## config.mk

```make
export PLATFORM = sky130hd
export DESIGN_NAME = sbm_boot_front
export DESIGN_NICKNAME = d
export VERILOG_FILES = /design/src/rtl/sbm_pkg.sv /design/src/rtl/sbm_mode_detect.sv /design/src/rtl/sbm_checksum.sv /design/src/rtl/sbm_boot_front.sv
export VERILOG_INCLUDE_DIRS = /design/src /design/src/rtl
export SDC_FILE = /design/constraint.sdc
export NUM_CORES = 1
export LEC_CHECK = 0
export BUFFER_PORTS_ARGS = -buffer_cell sky130_fd_sc_hd__buf_2
export CAP_MARGIN = 20
export CORE_MARGIN = 4
export CORE_UTILIZATION = 55
export DETAILED_ROUTE_END_ITERATION = 7
export GPL_TIMING_DRIVEN = 1
export PLACE_DENSITY = 0.77
export SLEW_MARGIN = 20
export SYNTH_ARGS = -nofsm -noshare
export SYNTH_HDL_FRONTEND = slang
export SYNTH_SLANG_ARGS = --single-unit
```

## constraint.sdc

```tcl
create_clock -name clock -period 4.15 [get_ports clock]
set_input_delay 0.6225 -clock clock [delete_from_list [all_inputs] [get_ports clock]]
set_output_delay 0.6225 -clock clock [all_outputs]
set_load 0.02 [all_outputs]
```

## src/rtl/sbm_consts.svh

```systemverilog
/*
  Constants of the serial boot front end: command codes, acknowledge codes,
  password area and timing limits. Included by every module file of the block.
*/
`ifndef SBM_CONSTS_SVH
`define SBM_CONSTS_SVH

// mode bytes and their acknowledges
`define SBM_MODE_UART       8'h86
`define SBM_MODE_IO         8'h30
// commands
`define SBM_CMD_RAM_XFER    8'h10
`define SBM_CMD_ERASE       8'h40
`define SBM_CMD_ERASE_EN    8'h54
// acknowledge low nibbles and fixed codes
`define SBM_ACK_RX_ERR      4'h8
`define SBM_ACK_BAD         4'h1
`define SBM_ACK_PW_ERR      8'h11
`define SBM_ACK_RX_ERR_XFER 8'h18
`define SBM_ERASED          8'h FF
// stored password area
`define SBM_PW_BASE         32'h3F87_FFF4
`define SBM_PW_LEN          4'hC
// reset value of the last command nibble
`define SBM_CMD_RESET       8'h00
// timing: timer width and programmable uart bit time window, given in ns and converted to clock cycles
`define SBM_TIMER_W         16
`define SBM_CLK_NS          10
`define SBM_BIT_MIN_NS      1000
`define SBM_BIT_MAX_NS      650000
`define SBM_BIT_MIN_CYC     ((`SBM_BIT_MIN_NS + `SBM_CLK_NS - 1) / `SBM_CLK_NS)
`define SBM_BIT_MAX_CYC     (`SBM_BIT_MAX_NS / `SBM_CLK_NS)

`endif

```

## src/rtl/sbm_pkg.sv

```systemverilog
/*
  Types shared by the serial boot front end: state enums, usb step codes
  and the byte arithmetic helper. Assumes nothing of its surroundings.
*/
package sbm_pkg;

  typedef enum logic [2:0] {
    DET_IDLE, DET_WAIT_B, DET_WAIT_C, DET_WAIT_D, DET_DONE
  } sbm_det_t;

  typedef enum logic [3:0] {
    ST_DETECT, ST_SEND, ST_ABORT, ST_CMD, ST_PW_LOAD, ST_PW_RX,
    ST_SUM_EVAL, ST_XFER, ST_ERASE_EN
  } sbm_state_t;

  typedef enum logic [3:0] {
    USB_START, USB_SEND_PW, USB_CONF_PW, USB_SEND_INFO, USB_CONF_INFO,
    USB_RAW, USB_SEND_SUM, USB_CONF_SUM, USB_ERASE_START, USB_RUN_ERASE,
    USB_CONF_ERASE
  } sbm_usb_step_t;

  // modulo 256 sum, carries dropped
  function automatic logic [7:0] sbm_add8(input logic [7:0] a, input logic [7:0] b);
    logic [8:0] s;
    s = {1'b0, a} + {1'b0, b};
    return s[7:0];
  endfunction

endpackage

```

## src/rtl/sbm_mode_detect.sv

```systemverilog
/*
  Times the first four edges of the first serial byte and decides between
  uart and clocked mode. Assumes the receive pin idles high and that the
  caller arms it only while serial reception is still off.
*/
`timescale 1ns/100ps
`include "sbm_consts.svh"

module sbm_mode_detect #(
  parameter int CNT_W = `SBM_TIMER_W
) (
  input  wire logic             clock,
  input  wire logic             nrst,
  input  wire logic             ce,
  input  wire logic             serial_pin,
  output logic                  done,
  output logic                  is_uart,
  output logic [CNT_W-1:0]      interval_a_to_b
);
  import sbm_pkg::*;

  logic             pin_meta;
  logic             pin_sync;
  logic             pin_prev;
  logic [CNT_W-1:0] timer;
  logic [CNT_W-1:0] interval_a_to_c;
  logic [CNT_W-1:0] interval_a_to_d;
  logic [CNT_W-1:0] interval_c_to_d;
  sbm_det_t         det;

  assign interval_c_to_d = interval_a_to_d - interval_a_to_c;

  always_ff @(posedge clock) begin
    if (!nrst) begin
      pin_meta <= 1'b1;
      pin_sync <= 1'b1;
      pin_prev <= 1'b1;
    end else if (ce) begin
      pin_meta <= serial_pin;
      pin_sync <= pin_meta;
      pin_prev <= pin_sync;
    end
  end

  // free running from edge a, saturating so a stalled line cannot wrap
  always_ff @(posedge clock) begin
    if (!nrst) begin
      timer <= '0;
    end else if (ce) begin
      if (det == DET_IDLE) begin
        timer <= '0;
      end else if (timer != '1) begin
        timer <= timer + 1'b1;
      end
    end
  end

  always_ff @(posedge clock) begin
    if (!nrst) begin
      det             <= DET_IDLE;
      interval_a_to_b <= '0;
      interval_a_to_c <= '0;
      interval_a_to_d <= '0;
    end else if (ce) begin
      case (det)
        DET_IDLE:   if (pin_prev && !pin_sync) det <= DET_WAIT_B;
        DET_WAIT_B: if (!pin_prev && pin_sync) begin
          interval_a_to_b <= timer;
          det             <= DET_WAIT_C;
        end
        DET_WAIT_C: if (pin_prev && !pin_sync) begin
          interval_a_to_c <= timer;
          det             <= DET_WAIT_D;
        end
        DET_WAIT_D: if (!pin_prev && pin_sync) begin
          interval_a_to_d <= timer;
          det             <= DET_DONE;
        end
        DET_DONE:   det <= DET_DONE;
        default:    det <= DET_IDLE;
      endcase
    end
  end

  always_ff @(posedge clock) begin
    if (!nrst) begin
      done    <= 1'b0;
      is_uart <= 1'b0;
    end else if (ce && det == DET_DONE && !done) begin
      done    <= 1'b1;
      // uart when a-b not longer than c-d
      // clocked mode when a-b is longer
      is_uart <= (interval_a_to_b <= interval_c_to_d);
    end
  end

endmodule // sbm_mode_detect

```

## src/rtl/sbm_checksum.sv

```systemverilog
/*
  Running modulo 256 sum of received bytes. The block checks a sequence that
  ends in its checksum byte, so a correct sequence sums to zero.
  Assumes add strobes come from logic on the same clock.
*/
`timescale 1ns/100ps
`include "sbm_consts.svh"

module sbm_checksum (
  input  wire logic       clock,
  input  wire logic       nrst,
  input  wire logic       ce,
  input  wire logic       clear,
  input  wire logic       add,
  input  wire logic [7:0] data,
  output logic      [7:0] sum,
  output logic      [7:0] check_byte
);
  import sbm_pkg::*;

  always_ff @(posedge clock) begin
    if (!nrst) begin
      sum        <= 8'h00;
      check_byte <= 8'h00;
    end else if (ce) begin
      if (clear) begin
        sum        <= 8'h00;
        check_byte <= 8'h00;
      end else if (add) begin
        sum        <= sbm_add8(sum, data);
        check_byte <= sbm_add8(~sbm_add8(sum, data), 8'h01);
      end
    end
  end

endmodule // sbm_checksum

```

## src/rtl/sbm_boot_front.sv

```systemverilog
/*
  Serial boot front end: mode detection from the first byte, command echo,
  stored password check and checksum acknowledge for the ram transfer
  command, plus an order tracker for usb boot and flash erase steps.
  Assumes a byte receiver and transmitter on the same clock, a flash read
  port with one cycle latency, and a ram transfer engine that reports done.
*/
// Notes on behaviour
// - with reception off, time each edge of the first byte; the code times only the first four edges.
// - uart chosen when interval a to b not longer than c to d.
// - clocked mode chosen when interval a to b longer than c to d.
// - first bytes 0x91, 0xa1, 0xb1 also pick clocked mode; reply 0x30.
// - after echoing 0x10, read twelve stored password bytes from flash.
// - stored bytes all equal and not 0xff answer checksum byte with 0x11.
// - received bytes five to sixteen must all match the stored password; the code compares the twelve bytes that follow the command.
// - password check runs whether or not security is enabled.
// - checksum is modulo 256 sum, then its two's complement.
// - usb boot steps follow a fixed order; device answers start and confirms.
// - flash erase steps follow a fixed order; device answers each step; the code leaves USB_SEND_PW unanswered.
// - acknowledge mode byte; stay silent if uart bit time is unusable.
// - ack upper nibble from command, bit 3 receive error, bit 0 error.
`timescale 1ns/100ps
`include "sbm_consts.svh"

module sbm_boot_front #(
  parameter int CNT_W   = `SBM_TIMER_W,
  parameter int BIT_MIN = `SBM_BIT_MIN_CYC,
  parameter int BIT_MAX = `SBM_BIT_MAX_CYC
) (
  input  wire logic                  clock,
  input  wire logic                  nrst,
  input  wire logic                  ce,
  input  wire logic                  boot_serial_channel_rx,
  output logic                       rx_enable,
  input  wire logic                  rx_valid,
  input  wire logic [7:0]            rx_data,
  input  wire logic                  rx_err,
  output logic                       tx_valid,
  output logic [7:0]                 tx_data,
  input  wire logic                  tx_ready,
  output logic                       mode_uart,
  output logic                       mode_io,
  output logic                       mode_abort,
  output logic [CNT_W-1:0]           bit_time,
  output logic                       flash_rd_en,
  output logic [31:0]                flash_rd_addr,
  input  wire logic [7:0]            flash_rd_data,
  output logic                       xfer_start,
  input  wire logic                  xfer_done,
  output logic                       erase_start,
  input  wire logic                  usb_step_valid,
  input  wire sbm_pkg::sbm_usb_step_t usb_step,
  output logic                       usb_resp_valid,
  output logic                       usb_resp_ok
);
  import sbm_pkg::*;

  sbm_state_t       state;
  sbm_state_t       ret_state;
  logic             det_done;
  logic             det_uart;
  logic [CNT_W-1:0] det_a_to_b;
  logic [7:0]       stored_pw [0:11];
  logic [3:0]       idx;
  logic             rd_pend;
  logic [3:0]       rd_idx;
  logic [7:0]       last_cmd;
  logic             pw_bad;
  logic             rx_err_seen;
  logic [7:0]       sum;
  logic             sum_clear;
  logic             sum_add;
  logic             area_err;
  logic             rx_err_use;
  logic             baud_ok;
  sbm_usb_step_t    usb_expect;
  logic             usb_fault;
  logic             usb_erase;

  sbm_mode_detect #(
    .CNT_W(CNT_W)
  ) u_detect (
    .clock           (clock),
    .nrst            (nrst),
    .ce              (ce && state == ST_DETECT),
    .serial_pin      (boot_serial_channel_rx),
    .done            (det_done),
    .is_uart         (det_uart),
    .interval_a_to_b (det_a_to_b)
  );

  sbm_checksum u_sum (
    .clock      (clock),
    .nrst       (nrst),
    .ce         (ce),
    .clear      (sum_clear),
    .add        (sum_add),
    .data       (rx_data),
    .sum        (sum),
    .check_byte ()
  );

  assign sum_clear  = (state == ST_PW_LOAD);
  assign sum_add    = (state == ST_PW_RX) && rx_valid;
  // receive errors are only meaningful with an asynchronous line
  assign rx_err_use = rx_err && mode_uart;
  assign baud_ok    = (det_a_to_b >= CNT_W'(BIT_MIN)) && (det_a_to_b <= CNT_W'(BIT_MAX));

  // all stored bytes equal and not erased
  always_comb begin
    area_err = (stored_pw[0] != `SBM_ERASED);
    for (int i = 1; i < 12; i++) begin
      if (stored_pw[i] != stored_pw[0]) area_err = 1'b0;
    end
  end

  // main sequencer; ack bytes are held in tx_data until the transmitter takes them
  always_ff @(posedge clock) begin
    if (!nrst) begin
      state       <= ST_DETECT;
      ret_state   <= ST_CMD;
      tx_valid    <= 1'b0;
      tx_data     <= 8'h00;
      mode_uart   <= 1'b0;
      mode_io     <= 1'b0;
      mode_abort  <= 1'b0;
      bit_time    <= '0;
      rx_enable   <= 1'b0;
      last_cmd    <= `SBM_CMD_RESET;
      idx         <= 4'h0;
      pw_bad      <= 1'b0;
      rx_err_seen <= 1'b0;
      xfer_start  <= 1'b0;
      erase_start <= 1'b0;
    end else if (ce) begin
      xfer_start  <= 1'b0;
      erase_start <= 1'b0;
      case (state)
        ST_DETECT: if (det_done) begin
          bit_time <= det_a_to_b;
          if (det_uart && !baud_ok) begin
            // silent abort on unusable bit time
            mode_abort <= 1'b1;
            state      <= ST_ABORT;
          end else begin
            mode_uart <= det_uart;
            mode_io   <= !det_uart;
            tx_data   <= det_uart ? `SBM_MODE_UART : `SBM_MODE_IO;
            tx_valid  <= 1'b1;
            rx_enable <= 1'b1;
            ret_state <= ST_CMD;
            state     <= ST_SEND;
          end
        end
        ST_SEND: if (tx_ready) begin
          tx_valid <= 1'b0;
          state    <= ret_state;
          if (ret_state == ST_XFER) xfer_start <= 1'b1;
        end
        ST_ABORT: state <= ST_ABORT;
        ST_CMD: if (rx_valid) begin
          tx_valid  <= 1'b1;
          state     <= ST_SEND;
          ret_state <= ST_CMD;
          // errors keep the previous command nibble
          if (rx_err_use) begin
            tx_data <= {last_cmd[7:4], `SBM_ACK_RX_ERR};
          end else if (rx_data == `SBM_CMD_RAM_XFER) begin
            // echo, then fetch the stored password
            last_cmd  <= rx_data;
            tx_data   <= rx_data;
            ret_state <= ST_PW_LOAD;
            idx       <= 4'h0;
          end else if (rx_data == `SBM_CMD_ERASE) begin
            last_cmd  <= rx_data;
            tx_data   <= rx_data;
            ret_state <= ST_ERASE_EN;
          end else begin
            tx_data <= {last_cmd[7:4], `SBM_ACK_BAD};
          end
        end
        ST_ERASE_EN: if (rx_valid) begin
          tx_valid  <= 1'b1;
          state     <= ST_SEND;
          ret_state <= ST_CMD;
          if (rx_err_use) begin
            tx_data <= {last_cmd[7:4], `SBM_ACK_RX_ERR};
          end else if (rx_data == `SBM_CMD_ERASE_EN) begin
            tx_data     <= rx_data;
            erase_start <= 1'b1;
          end else begin
            tx_data <= {last_cmd[7:4], `SBM_ACK_BAD};
          end
        end
        // bytes arriving during the short load would be lost; a serial byte
        // lasts far longer than the twelve reads, so this is not expected
        ST_PW_LOAD: if (rd_pend && rd_idx == `SBM_PW_LEN - 4'h1) begin
          state       <= ST_PW_RX;
          idx         <= 4'h0;
          pw_bad      <= 1'b0;
          rx_err_seen <= 1'b0;
        end
        ST_PW_RX: if (rx_valid) begin
          rx_err_seen <= rx_err_seen || rx_err_use;
          if (idx == `SBM_PW_LEN) begin
            state <= ST_SUM_EVAL;
          end else begin
            // no bypass for a secured part
            if (rx_data != stored_pw[idx]) pw_bad <= 1'b1;
            idx <= idx + 4'h1;
          end
        end
        ST_SUM_EVAL: begin
          tx_valid  <= 1'b1;
          state     <= ST_SEND;
          ret_state <= ST_CMD;
          if (rx_err_seen) begin
            tx_data <= `SBM_ACK_RX_ERR_XFER;
          end else if (area_err || pw_bad || sum != 8'h00) begin
            // errors go back to the command wait
            tx_data <= `SBM_ACK_PW_ERR;
          end else begin
            tx_data   <= last_cmd;
            ret_state <= ST_XFER;
          end
        end
        ST_XFER: if (xfer_done) state <= ST_CMD;
        default: state <= ST_DETECT;
      endcase
    end
  end

  // flash reads of the password area, one cycle latency
  always_ff @(posedge clock) begin
    if (!nrst) begin
      flash_rd_en   <= 1'b0;
      flash_rd_addr <= 32'h0000_0000;
      rd_pend       <= 1'b0;
      rd_idx        <= 4'h0;
    end else if (ce) begin
      rd_pend <= flash_rd_en;
      rd_idx  <= 4'(flash_rd_addr - `SBM_PW_BASE);
      if (state == ST_SEND && ret_state == ST_PW_LOAD && tx_ready) begin
        flash_rd_en   <= 1'b1;
        flash_rd_addr <= `SBM_PW_BASE;
      end else if (flash_rd_en && flash_rd_addr == `SBM_PW_BASE + 32'h0000_000B) begin
        flash_rd_en <= 1'b0;
      end else if (flash_rd_en) begin
        flash_rd_addr <= flash_rd_addr + 32'h0000_0001;
      end
    end
  end

  // the read index follows the address; idx is otherwise idle in this state
  always_ff @(posedge clock) begin
    if (!nrst) begin
      for (int i = 0; i < 12; i++) stored_pw[i] <= `SBM_ERASED;
    end else if (ce && rd_pend) begin
      stored_pw[rd_idx] <= flash_rd_data;
    end
  end

  always_ff @(posedge clock) begin
    if (!nrst) begin
      usb_expect     <= USB_START;
      usb_fault      <= 1'b0;
      usb_erase      <= 1'b0;
      usb_resp_valid <= 1'b0;
      usb_resp_ok    <= 1'b0;
    end else if (ce) begin
      usb_resp_valid <= 1'b0;
      if (usb_step_valid) begin
        case (usb_step)
          USB_START, USB_ERASE_START: begin
            usb_fault      <= 1'b0;
            usb_erase      <= (usb_step == USB_ERASE_START);
            usb_expect     <= USB_SEND_PW;
            usb_resp_valid <= 1'b1;
            usb_resp_ok    <= 1'b1;
          end
          USB_SEND_PW, USB_SEND_INFO, USB_SEND_SUM: begin
            if (usb_step != usb_expect) usb_fault <= 1'b1;
            usb_expect <= sbm_usb_step_t'(usb_step + 4'h1);
          end
          USB_RAW: begin
            if (usb_expect != USB_RAW) usb_fault <= 1'b1;
            usb_expect <= USB_RAW;
          end
          default: begin
            // confirms and run answer; ok only when in order and clean
            usb_resp_valid <= 1'b1;
            usb_resp_ok    <= !usb_fault && (usb_step == usb_expect ||
                              (usb_step == USB_SEND_SUM && usb_expect == USB_RAW));
            usb_expect     <= USB_START;
            if (usb_step == usb_expect && !usb_fault) begin
              case (usb_step)
                USB_CONF_PW:   usb_expect <= usb_erase ? USB_RUN_ERASE : USB_SEND_INFO;
                USB_CONF_INFO: usb_expect <= USB_RAW;
                USB_RUN_ERASE: usb_expect <= USB_CONF_ERASE;
                default:       usb_expect <= USB_START;
              endcase
            end
          end
        endcase
        // raw data ends when the sum is sent
        if (usb_step == USB_SEND_SUM && usb_expect == USB_RAW) begin
          usb_fault  <= usb_fault;
          usb_expect <= USB_CONF_SUM;
        end
      end
    end
  end

endmodule // sbm_boot_front

```

**Word level (Yosys, flattened, before mapping)**

Memory sizes are Yosys's and may differ from the RTL's. A register that Yosys moved wholly into a read port is not among the register bits.
Cells that the tools add are included.

- Bits in registers: 179
- Bits in writable memories: 96
- Input bits: 29
- Output and inout port bits: 66
- Logic and storage cells: 290
- Memories kept: 1

Memories:

| memory | words | bits a word | rd ports | clocked after memory_dff | wr ports | line | text |
|---|---|---|---|---|---|---|---|
| stored_pw | 12 | 8 | 13 | 1 | 12 | sbm_boot_front.sv:63 | `logic [7:0] stored_pw [0:11];` |

- Add/sub/neg operators: 7
- $lt $le $gt $ge: 3
- Equality and inequality tests: 67
- Mux-type cells: 105
- Bitwise operators: 4
- Reductions and logical operators: 68

Operators with widths:

| cell | number |
|---|---|
| $mux W8 | 17 |
| $mux W4 | 26 |
| $mux W32 | 3 |
| $ne A8 B8 Y1 | 12 |
| $eq A4 B3 Y1 const B | 10 |
| $mux W1 | 38 |
| $pmux W4 S3 | 3 |
| $add A32 B1 Y32 const B | 1 |
| $eq A32 B30 Y1 const B | 1 |
| $mux W16 | 2 |
| $pmux W4 S8 | 1 |
| $pmux W8 S4 | 1 |
| $ne A2 B2 Y1 const B | 13 |
| $reduce_and A6 Y1 | 4 |
| $reduce_and A3 Y1 | 7 |
| $eq A4 B4 Y1 const B | 5 |
| $mux W3 | 6 |
| $logic_and A1 B1 Y1 | 17 |
| $add A16 B1 Y16 const B | 1 |
| $eq A4 B2 Y1 const B | 4 |
| $eq A8 B7 Y1 const B | 2 |
| $ge A16 B7 Y1 const B | 1 |
| $le A16 B16 Y1 | 1 |
| $le A16 B16 Y1 const B | 1 |
| 38 further kinds | 77 |

**Longest topological paths before layout**

Gate-level depths: netlist of the first run.
An unclocked memory read counts as a cell.

- Word-level depth: 18
- Depth in mapped cells: 18
- Depth with buffers taken out: 18

**By module**

Synthesis of the first run repeated with hierarchy kept, for this count alone.

- Cells, all modules: 1663
- Area, all modules: 16649.7 µm²

Modules (own cells, without submodules):

| module | instances | cells an instance | area each (µm²) | seq. area each (µm²) |
|---|---|---|---|---|
| sbm_boot_front | 1 | 1086 | 11405.9 | 5885.6 |
| sbm_mode_detect | 1 | 446 | 4101.4 | 1441.4 |
| sbm_checksum | 1 | 131 | 1142.3 | 300.3 |

**Worst setup path before layout of the first run**

Ideal clock, no wire load.

- Kind: register to register
- Start: register u_detect.interval_a_to_d[0]
- End: register u_detect.is_uart
- Setup time: 0.092 ns
- Data arrival time: 3.254 ns
- Data required time: 4.058 ns
- Setup slack: 0.803 ns
- Stages on the path, launching flop included: 18
- Buffers on the path: 0
- Period minus slack after synthesis: 3.347 ns
- Cell sequence: dfxtp_1 -> inv_1 -> ha_1 -> inv_1 -> fa_1 -> a21o_1 -> a21oi_1 -> nand2b_1 -> a211oi_1 -> o31ai_1 -> nor3_1 -> a311oi_1 -> ha_1 -> nand4_1 -> nor2_1 -> a2111oi_0 -> nand2_1 -> o32ai_1

- Longest elaborated chain between the ends: 2

RTL lines:

| element | line | text |
|---|---|---|
| from (decl) | sbm_mode_detect.sv:27 | `logic [CNT_W-1:0] interval_a_to_d;` |
| from (signal assigned) | sbm_mode_detect.sv:76 | `interval_a_to_d <= timer;` |
| $sub A16 B16 Y16 | sbm_mode_detect.sv:31 | `assign interval_c_to_d = interval_a_to_d - interval_a_to_c;` |
| $le A16 B16 Y1 | sbm_mode_detect.sv:93 | `is_uart <= (interval_a_to_b <= interval_c_to_d);` |
| to (signal assigned) | sbm_mode_detect.sv:93 |  |
| to (decl) | sbm_mode_detect.sv:17 | `output logic is_uart,` |

Every way passes these cells.
A chain may end at the register's enable or synchronous reset.

**Worst setup path in the final report of the first run**

- Start: register u_detect.interval_a_to_c[1]
- End: register u_detect.is_uart

- Longest elaborated chain between the ends: 2

RTL lines:

| element | line | text |
|---|---|---|
| from (decl) | sbm_mode_detect.sv:26 | `logic [CNT_W-1:0] interval_a_to_c;` |
| from (signal assigned) | sbm_mode_detect.sv:72 | `interval_a_to_c <= timer;` |
| $sub A16 B16 Y16 | sbm_mode_detect.sv:31 |  |
| $le A16 B16 Y1 | sbm_mode_detect.sv:93 |  |

Every way passes these cells.

==> impl_metrics.tcl, run 1 <==
set metrics [dict create \
    status "finished clean" \
    synth_top_cell_by_area "edfxtp_1" \
    drt_iter0_drc 1424 \
    via_per_inst 6.23 \
    crit_path_start "u_detect.interval_a_to_c[1]" \
    ys_ff_latch 310 \
    synth_area_leaders "edfxtp_1, dfxtp_1, mux4_2" \
    met2_length_mm 19.4 \
    crit_type "flop to flop" \
    synth_top_area_share_pct 24.4 \
    wire_per_inst_um 20.3 \
    power.leakage_nw 6.28 \
    cts.sinks 310 \
    antenna_found_initial 0 \
    endpoint_kind "flop" \
    dr_wl_met3_mm 3.87 \
    dp_hpwl_mm 29.1 \
    ioPinCount 95 \
    ant_nets 0 \
    synth_simple_gate_area_share_pct 20.7 \
    synth_xor_area_share_pct 4.11 \
    drv_slew 0 \
    ctsResizeCount 0 \
    fin_crit_sh_pct 90.9 \
    clk_path_buf_depth 3 \
    setup_tns_ns 0 \
    synth_top_family_by_area "simple AND/OR/NAND/NOR gates" \
    final-hold-violation-count 0 \
    fp-row-count 61 \
    drt-pass1-iter-count 5 \
    setup_violations 0 \
    synth_ff_type "dfxtp_1" \
    power.total_w 0.00644 \
    drc 0 \
    crit_fanout 3 \
    syn_nets 1656 \
    grt_pass1_vias 12100 \
    fin_nets 1727 \
    syn_inst 1578 \
    cts_setup_buffers 0 \
    io_buffers 94 \
    yosys_warnings 0 \
    routabilityCongestion 0.968 \
    die_area_um2 31400 \
    power_density_nw_per_um2 364 \
    numCtsBuffers 35 \
    max_freq_mhz 265 \
    required_ns 4.55 \
    rrSetupSlack_ns 0.38 \
    relSlewSlack_pct 34.5 \
    synth_most_common_cell "dfxtp_1" \
    postCtsHoldBufs 0 \
    cp.arrival_ns 4.17 \
    crit_path_max_incr_delay_ns 0.48 \
    synth_compound_gate_area_share_pct 11.3 \
    fin_skew_ns 0.0226 \
    cts.clk_slew.worst_paths_ns 0.06 \
    muxShareOfSynthArea_pct 8.86 \
    highest-signal-layer "met4" \
    vdd_drop_max_mv 0.280 \
    period_minus_slack_ns 3.77 \
    grt_max_degree 92 \
    synth_adder_area_share_pct 3.99 \
    htreeDepth 2 \
    floorplan.initialDensity_pct 56.3 \
    wl_met1_mm 17.1 \
    wl_mm 41.7 \
    r2r_start "u_detect.interval_a_to_c[1]" \
    syn_area_um2 15800 \
    synth_edf_count 128 \
    track_usage_pct 26.2 \
    n_fill_cell 2262 \
    cts_tree "yes" \
    syn_avg_cell_area_um2 9.99 \
    die_x_um 177 \
    maxCapViolCount 0 \
    ys_types 83 \
    worst_slew_pin_slew_ns 0.982 \
    overflow 0 \
    dr_total_vias 12800 \
    multiInputGateArea_um2 7740 \
    async_flop_share_pct 0 \
    hp-class "input port to flop" \
    antenna_cells 0 \
    synth_common_cells "dfxtp_1, nor2_1, edfxtp_1" \
    root_buffer "clkbuf_16" \
    area_growth_pct 12.3 \
    rsz0062_at_grt "no" \
    drive_gt1_share_pct 16.0 \
    min_from "boot_serial_channel_rx" \
    start_kind "flop" \
    seq_area_um2 7490 \
    coreArea_um2 28000 \
    die_h_um 177 \
    clkLatencyLatePin_ns 0.51 \
    worst_path_max_delay_cell "o31ai_1" \
    ys_seq_area_share_pct 47.5 \
    grt_pass1_wl_mm 65.9 \
    path_cells "inv_1 -> ha_1 -> nor2b_1 -> o31ai_1 -> a211oi_1 -> o31ai_1 -> o2111ai_1 -> a21oi_1 -> xnor2_1 -> ha_1 -> nand4_1 -> nor2_1 -> nand3_1 -> nor4_1 -> a21oi_1 -> o32ai_1" \
]
==> registers in the layout, summed over array words and instances (netlist names), 4 cells and up, named ones only <==
register                  flops
stored_pw                   128
flash_rd_addr                32
bit_time                     16
u_detect.interval_a_to_b     16
u_detect.interval_a_to_c     16
u_detect.interval_a_to_d     16
u_detect.timer               16
last_cmd                      8
tx_data                       8
u_sum.sum                     8
idx                           4
rd_idx                        4
state                         4
usb_expect                    4
==> through the flow <==
step / std cells / util (%) / instance area (um^2) / hold WS, ns / worst slack [ns]
after floorplan: 1578 / - / 15800 / 0.440 / 0.803
after global placement: 1990 / 59.1 / 16600 / 0.443 / 0.523
after detailed placement: 1990 / 59.1 / 16600 / 0.447 / 0.368
after CTS: 2051 / 63.2 / 17700 / 0.357 / 0.327
after global routing: 2051 / 63.2 / 17700 / 0.373 / 0.0213
final: 2051 / 63.2 / 17700 / 0.370 / 0.377
==> cells by family (layout without fill, tap and decap cells) <==
family,count (synthesis),after routing
buffers and inverters,141,236
muxes,92,92
adders and majority gates,49,49
xor gates and xnor gates,74,74
and+or+nand+nor,632,632
AOI/OAI and AO/OA,280,280
DFF,310,310
==> worst max-delay path, delay by kind of cell (launching register included) <==
kind / cells / cell delay, ns
buffers and inverters: 1 / 0.08
adders and majority gates: 2 / 0.57
xor gates and xnor gates: 1 / 0.09
AOI/OAI and AO/OA: 7 / 1.71
DFF: 1 / 0.33
and+or+nand+nor: 5 / 0.87
==> where the power goes <==
group	internal (W)	switching, W
registers	0.00318	0.0000129
logic	0.0000554	0.000153
clock network	0.00183	0.00122
==> per-layer routing <==
| layer | global-route usage (%) | up-vias |
|---|---|---|
| met4 | 8.28 | 0 |
| met1 | 36.2 | 6201 |
| met5 | 0 | - |
| met2 | 41.9 | 570 |
| met3 | 4.87 | 106 |
| li1 | - | 5906 |
==> placed cells by master (no fill, tap or decap), types with 17 or more instances in the layout <==
cell | Yosys | layout
or2_2 | 43 | 43
mux4_2 | 38 | 38
nand2_1 | 121 | 121
nor3_1 | 34 | 34
or3_1 | 47 | 47
inv_1 | 54 | 53
buf_2 | 12 | 94
xnor2_1 | 32 | 32
mux2i_1 | 54 | 54
a21oi_1 | 99 | 99
dfxtp_1 | 182 | 181
nand2b_1 | 40 | 40
nor2_1 | 155 | 155
or4_1 | 19 | 19
nand3_1 | 49 | 49
nor4_1 | 19 | 17
buf_4 | 0 | 25
o21ai_0 | 52 | 52
edfxtp_1 | 128 | 128
clkbuf_16 | 0 | 37
xor2_1 | 42 | 42
ha_1 | 47 | 47
nand4_1 | 39 | 39
and3_1 | 19 | 19
==> layout make-up <==
type | count | area share (%)
clock buffers | 49 | 5.71
clock inverters | 12 | 0.700
inverters | 56 | 1.20
multi-input cells | 1127 | 43.7
flip-flops and latches | 310 | 42.3
well taps | 378 | 2.67
repair buffers | 119 | 3.72
==> worst paths after layout <==
path	to	cells past startpoint
max	u_detect.is_uart	16
min	u_detect.pin_meta	3
max reg2reg	u_detect.is_uart	16
min reg2reg	tx_valid	2
Power figures use the tool's default switching activity.
==> run 2: changes to the inputs <==
--- a/config.mk
+++ b/config.mk
@@ -16,4 +16,5 @@
 export SLEW_MARGIN = 20
 export SYNTH_ARGS = -nofsm -noshare
 export SYNTH_HDL_FRONTEND = slang
+export SYNTH_HIERARCHICAL = 1
 export SYNTH_SLANG_ARGS = --single-unit
==> run 2 against run 1 <==
  * Critical path depth down 1
  * Non-clock buffer count grew 2
  * Register-to-register slack improved by 0.17 ns
  * Critical path type unchanged
  * Worst hold slack got worse by 0.035 ns
  * Highest routed layer is now met5
  * Largest cell class unchanged
  * Sequential power hardly changed
  * Clock skew down 0.0085 ns
  * Fmax up 4.7%
  * Global-route usage shrank 1.4 points
==> impl_metrics.tcl, run 2 <==
set metrics [dict create \
    power.leakage_nw 6.49 \
    grt_pass1_wl_mm 65.8 \
    via_per_inst 6.16 \
    setup_violations 0 \
    place_ws_ns 0.625 \
    crit_type "flop to flop" \
    crit_path_start "u_detect/interval_a_to_c[2]" \
    rsz0062_at_grt "no" \
    fin_crit_sh_pct 86.8 \
    final_cells 2100 \
    fp-row-count 62 \
    period_minus_slack_ns 3.60 \
    numCtsBuffers 34 \
    area_growth_pct 12.4 \
    drt_iter0_drc 1151 \
    syn_inst 1618 \
    power.total_w 0.00669 \
    relSlewSlack_pct 29.9 \
    io_buffers 94 \
    setup_ws_ns 0.548 \
    coreArea_um2 28900 \
    antenna_found_initial 2 \
    postCtsHoldBufs 0 \
    start_kind "flop" \
    htreeDepth 2 \
    largest-register "stored_pw" \
    rrSetupSlack_ns 0.55 \
    worstRegToRegCells 15 \
    crit_end "u_detect/is_uart" \
    syn_nets 1696 \
    reg_top3 "stored_pw x128, flash_rd_addr x32" \
    crit_fanout 4 \
    syn_area_um2 16200 \
    final-hold-violation-count 0 \
    die_h_um 180 \
    root_buffer "clkbuf_16" \
    holdWs_ns 0.335 \
    floorplan.initialDensity_pct 56.1 \
    n_fill_cell 2223 \
    clkLatencyLatePin_ns 0.52 \
    drive_gt1_share_pct 16.5 \
    antenna_cells 0 \
    rr_endpoint "u_detect/is_uart" \
    routabilityCongestion 0.918 \
    cts.clk_slew.worst_paths_ns 0.06 \
    wl_mm 41.5 \
    dr_total_vias 12900 \
    cts_setup_buffers 0 \
    fin_nets 1768 \
    track_usage_pct 24.7 \
    wire_per_inst_um 19.7 \
    r2r_start "u_detect/interval_a_to_c[2]" \
    worst_slew_pin_slew_ns 1.05 \
    required_ns 4.56 \
    ant_nets 0 \
    overflow 0 \
    syn_avg_cell_area_um2 10.0 \
    vdd_drop_max_mv 0.244 \
    endpoint_kind "flop" \
    layout_commonest_cell "dfxtp_1" \
    drt-pass1-iter-count 5 \
    grt_pass1_vias 12500 \
    drc 0 \
    ctsResizeCount 0 \
    fin_skew_ns 0.0141 \
    place_inst 2038 \
    maxCapViolCount 0 \
    clk_path_buf_depth 3 \
    cp.arrival_ns 4.01 \
    setup_tns_ns 0 \
    die_area_um2 32300 \
    drv_slew 0 \
    cts.sinks 310 \
    layout_common_cells "dfxtp_1, edfxtp_1, nor2_1, nand2_1, a21oi_1" \
    status "finished clean" \
    yosys_warnings 6 \
    dp_hpwl_mm 29.1 \
    cts_tree "yes" \
    max_freq_mhz 278 \
    die_x_um 180 \
    power_density_nw_per_um2 367 \
    hp-class "input port to flop" \
    grt_max_degree 65 \
    ioPinCount 95 \
    largest_register_ff_count 128 \
]
-- run 2: power breakdown --
part | internal (W) | switching [W] | leakage (nW)
logic | 0.0000650 | 0.000151 | 3.48
registers | 0.00317 | 0.0000104 | 2.40
clock network | 0.00206 | 0.00123 | 0.602
total | 0.00530 | 0.00139 | 6.49
-- run 2: metrics by stage --
step                      utilization, %  instance area (um^2)
after floorplan                        -                 16200
after global placement              58.8                 17000
after detailed placement            58.8                 17000
after CTS                           63.1                 18200
after global routing                63.1                 18200
final                               63.1                 18200
-- run 2: worst max-delay path, cell delays in order (launching register included) --
cell	delay [ns]
dfxtp_1	0.34
inv_1	0.05
ha_1	0.34
nor2b_1	0.16
o31a_1	0.29
o211ai_1	0.25
nand2_1	0.14
a211oi_1	0.28
xor2_1	0.12
ha_1	0.35
nand4_1	0.16
or4_1	0.57
a21oi_1	0.14
a21oi_1	0.05
a31oi_1	0.18
nor2_1	0.07
-- run 2: worst min-delay path by stage --
| stage | slack (ns) | to | depth (start not counted) | startpoint |
|---|---|---|---|---|
| floorplan | 0.42 | last_cmd[7] | 1 | last_cmd[7] |
| global placement | 0.44 | last_cmd[2] | 1 | last_cmd[2] |
| detailed placement | 0.44 | last_cmd[2] | 1 | last_cmd[2] |
| CTS | 0.31 | u_detect/pin_meta | 3 | boot_serial_channel_rx |
| global route | 0.34 | u_detect/pin_meta | 3 | boot_serial_channel_rx |
| finish | 0.34 | u_detect/pin_meta | 3 | boot_serial_channel_rx |
-- run 2: area by class of cell --
cell class | count | area, um^2 | area share [%]
Clock buffer | 48 | 1040 | 5.69
Clock inverter | 14 | 204 | 1.12
Inverter | 44 | 165 | 0.905
Multi-Input combinational cell | 1179 | 8200 | 44.9
Sequential cell | 310 | 7490 | 41.0
Tap cell | 384 | 480 | 2.63
Timing Repair Buffer | 121 | 673 | 3.69
-- run 2: per-layer routing --
metal  share of wire, %  global-route usage, %
met1                 41                   32.0
met2                 47                   41.1
met3                8.7                   5.52
met4                3.1                   9.02
met5              0.075                      0
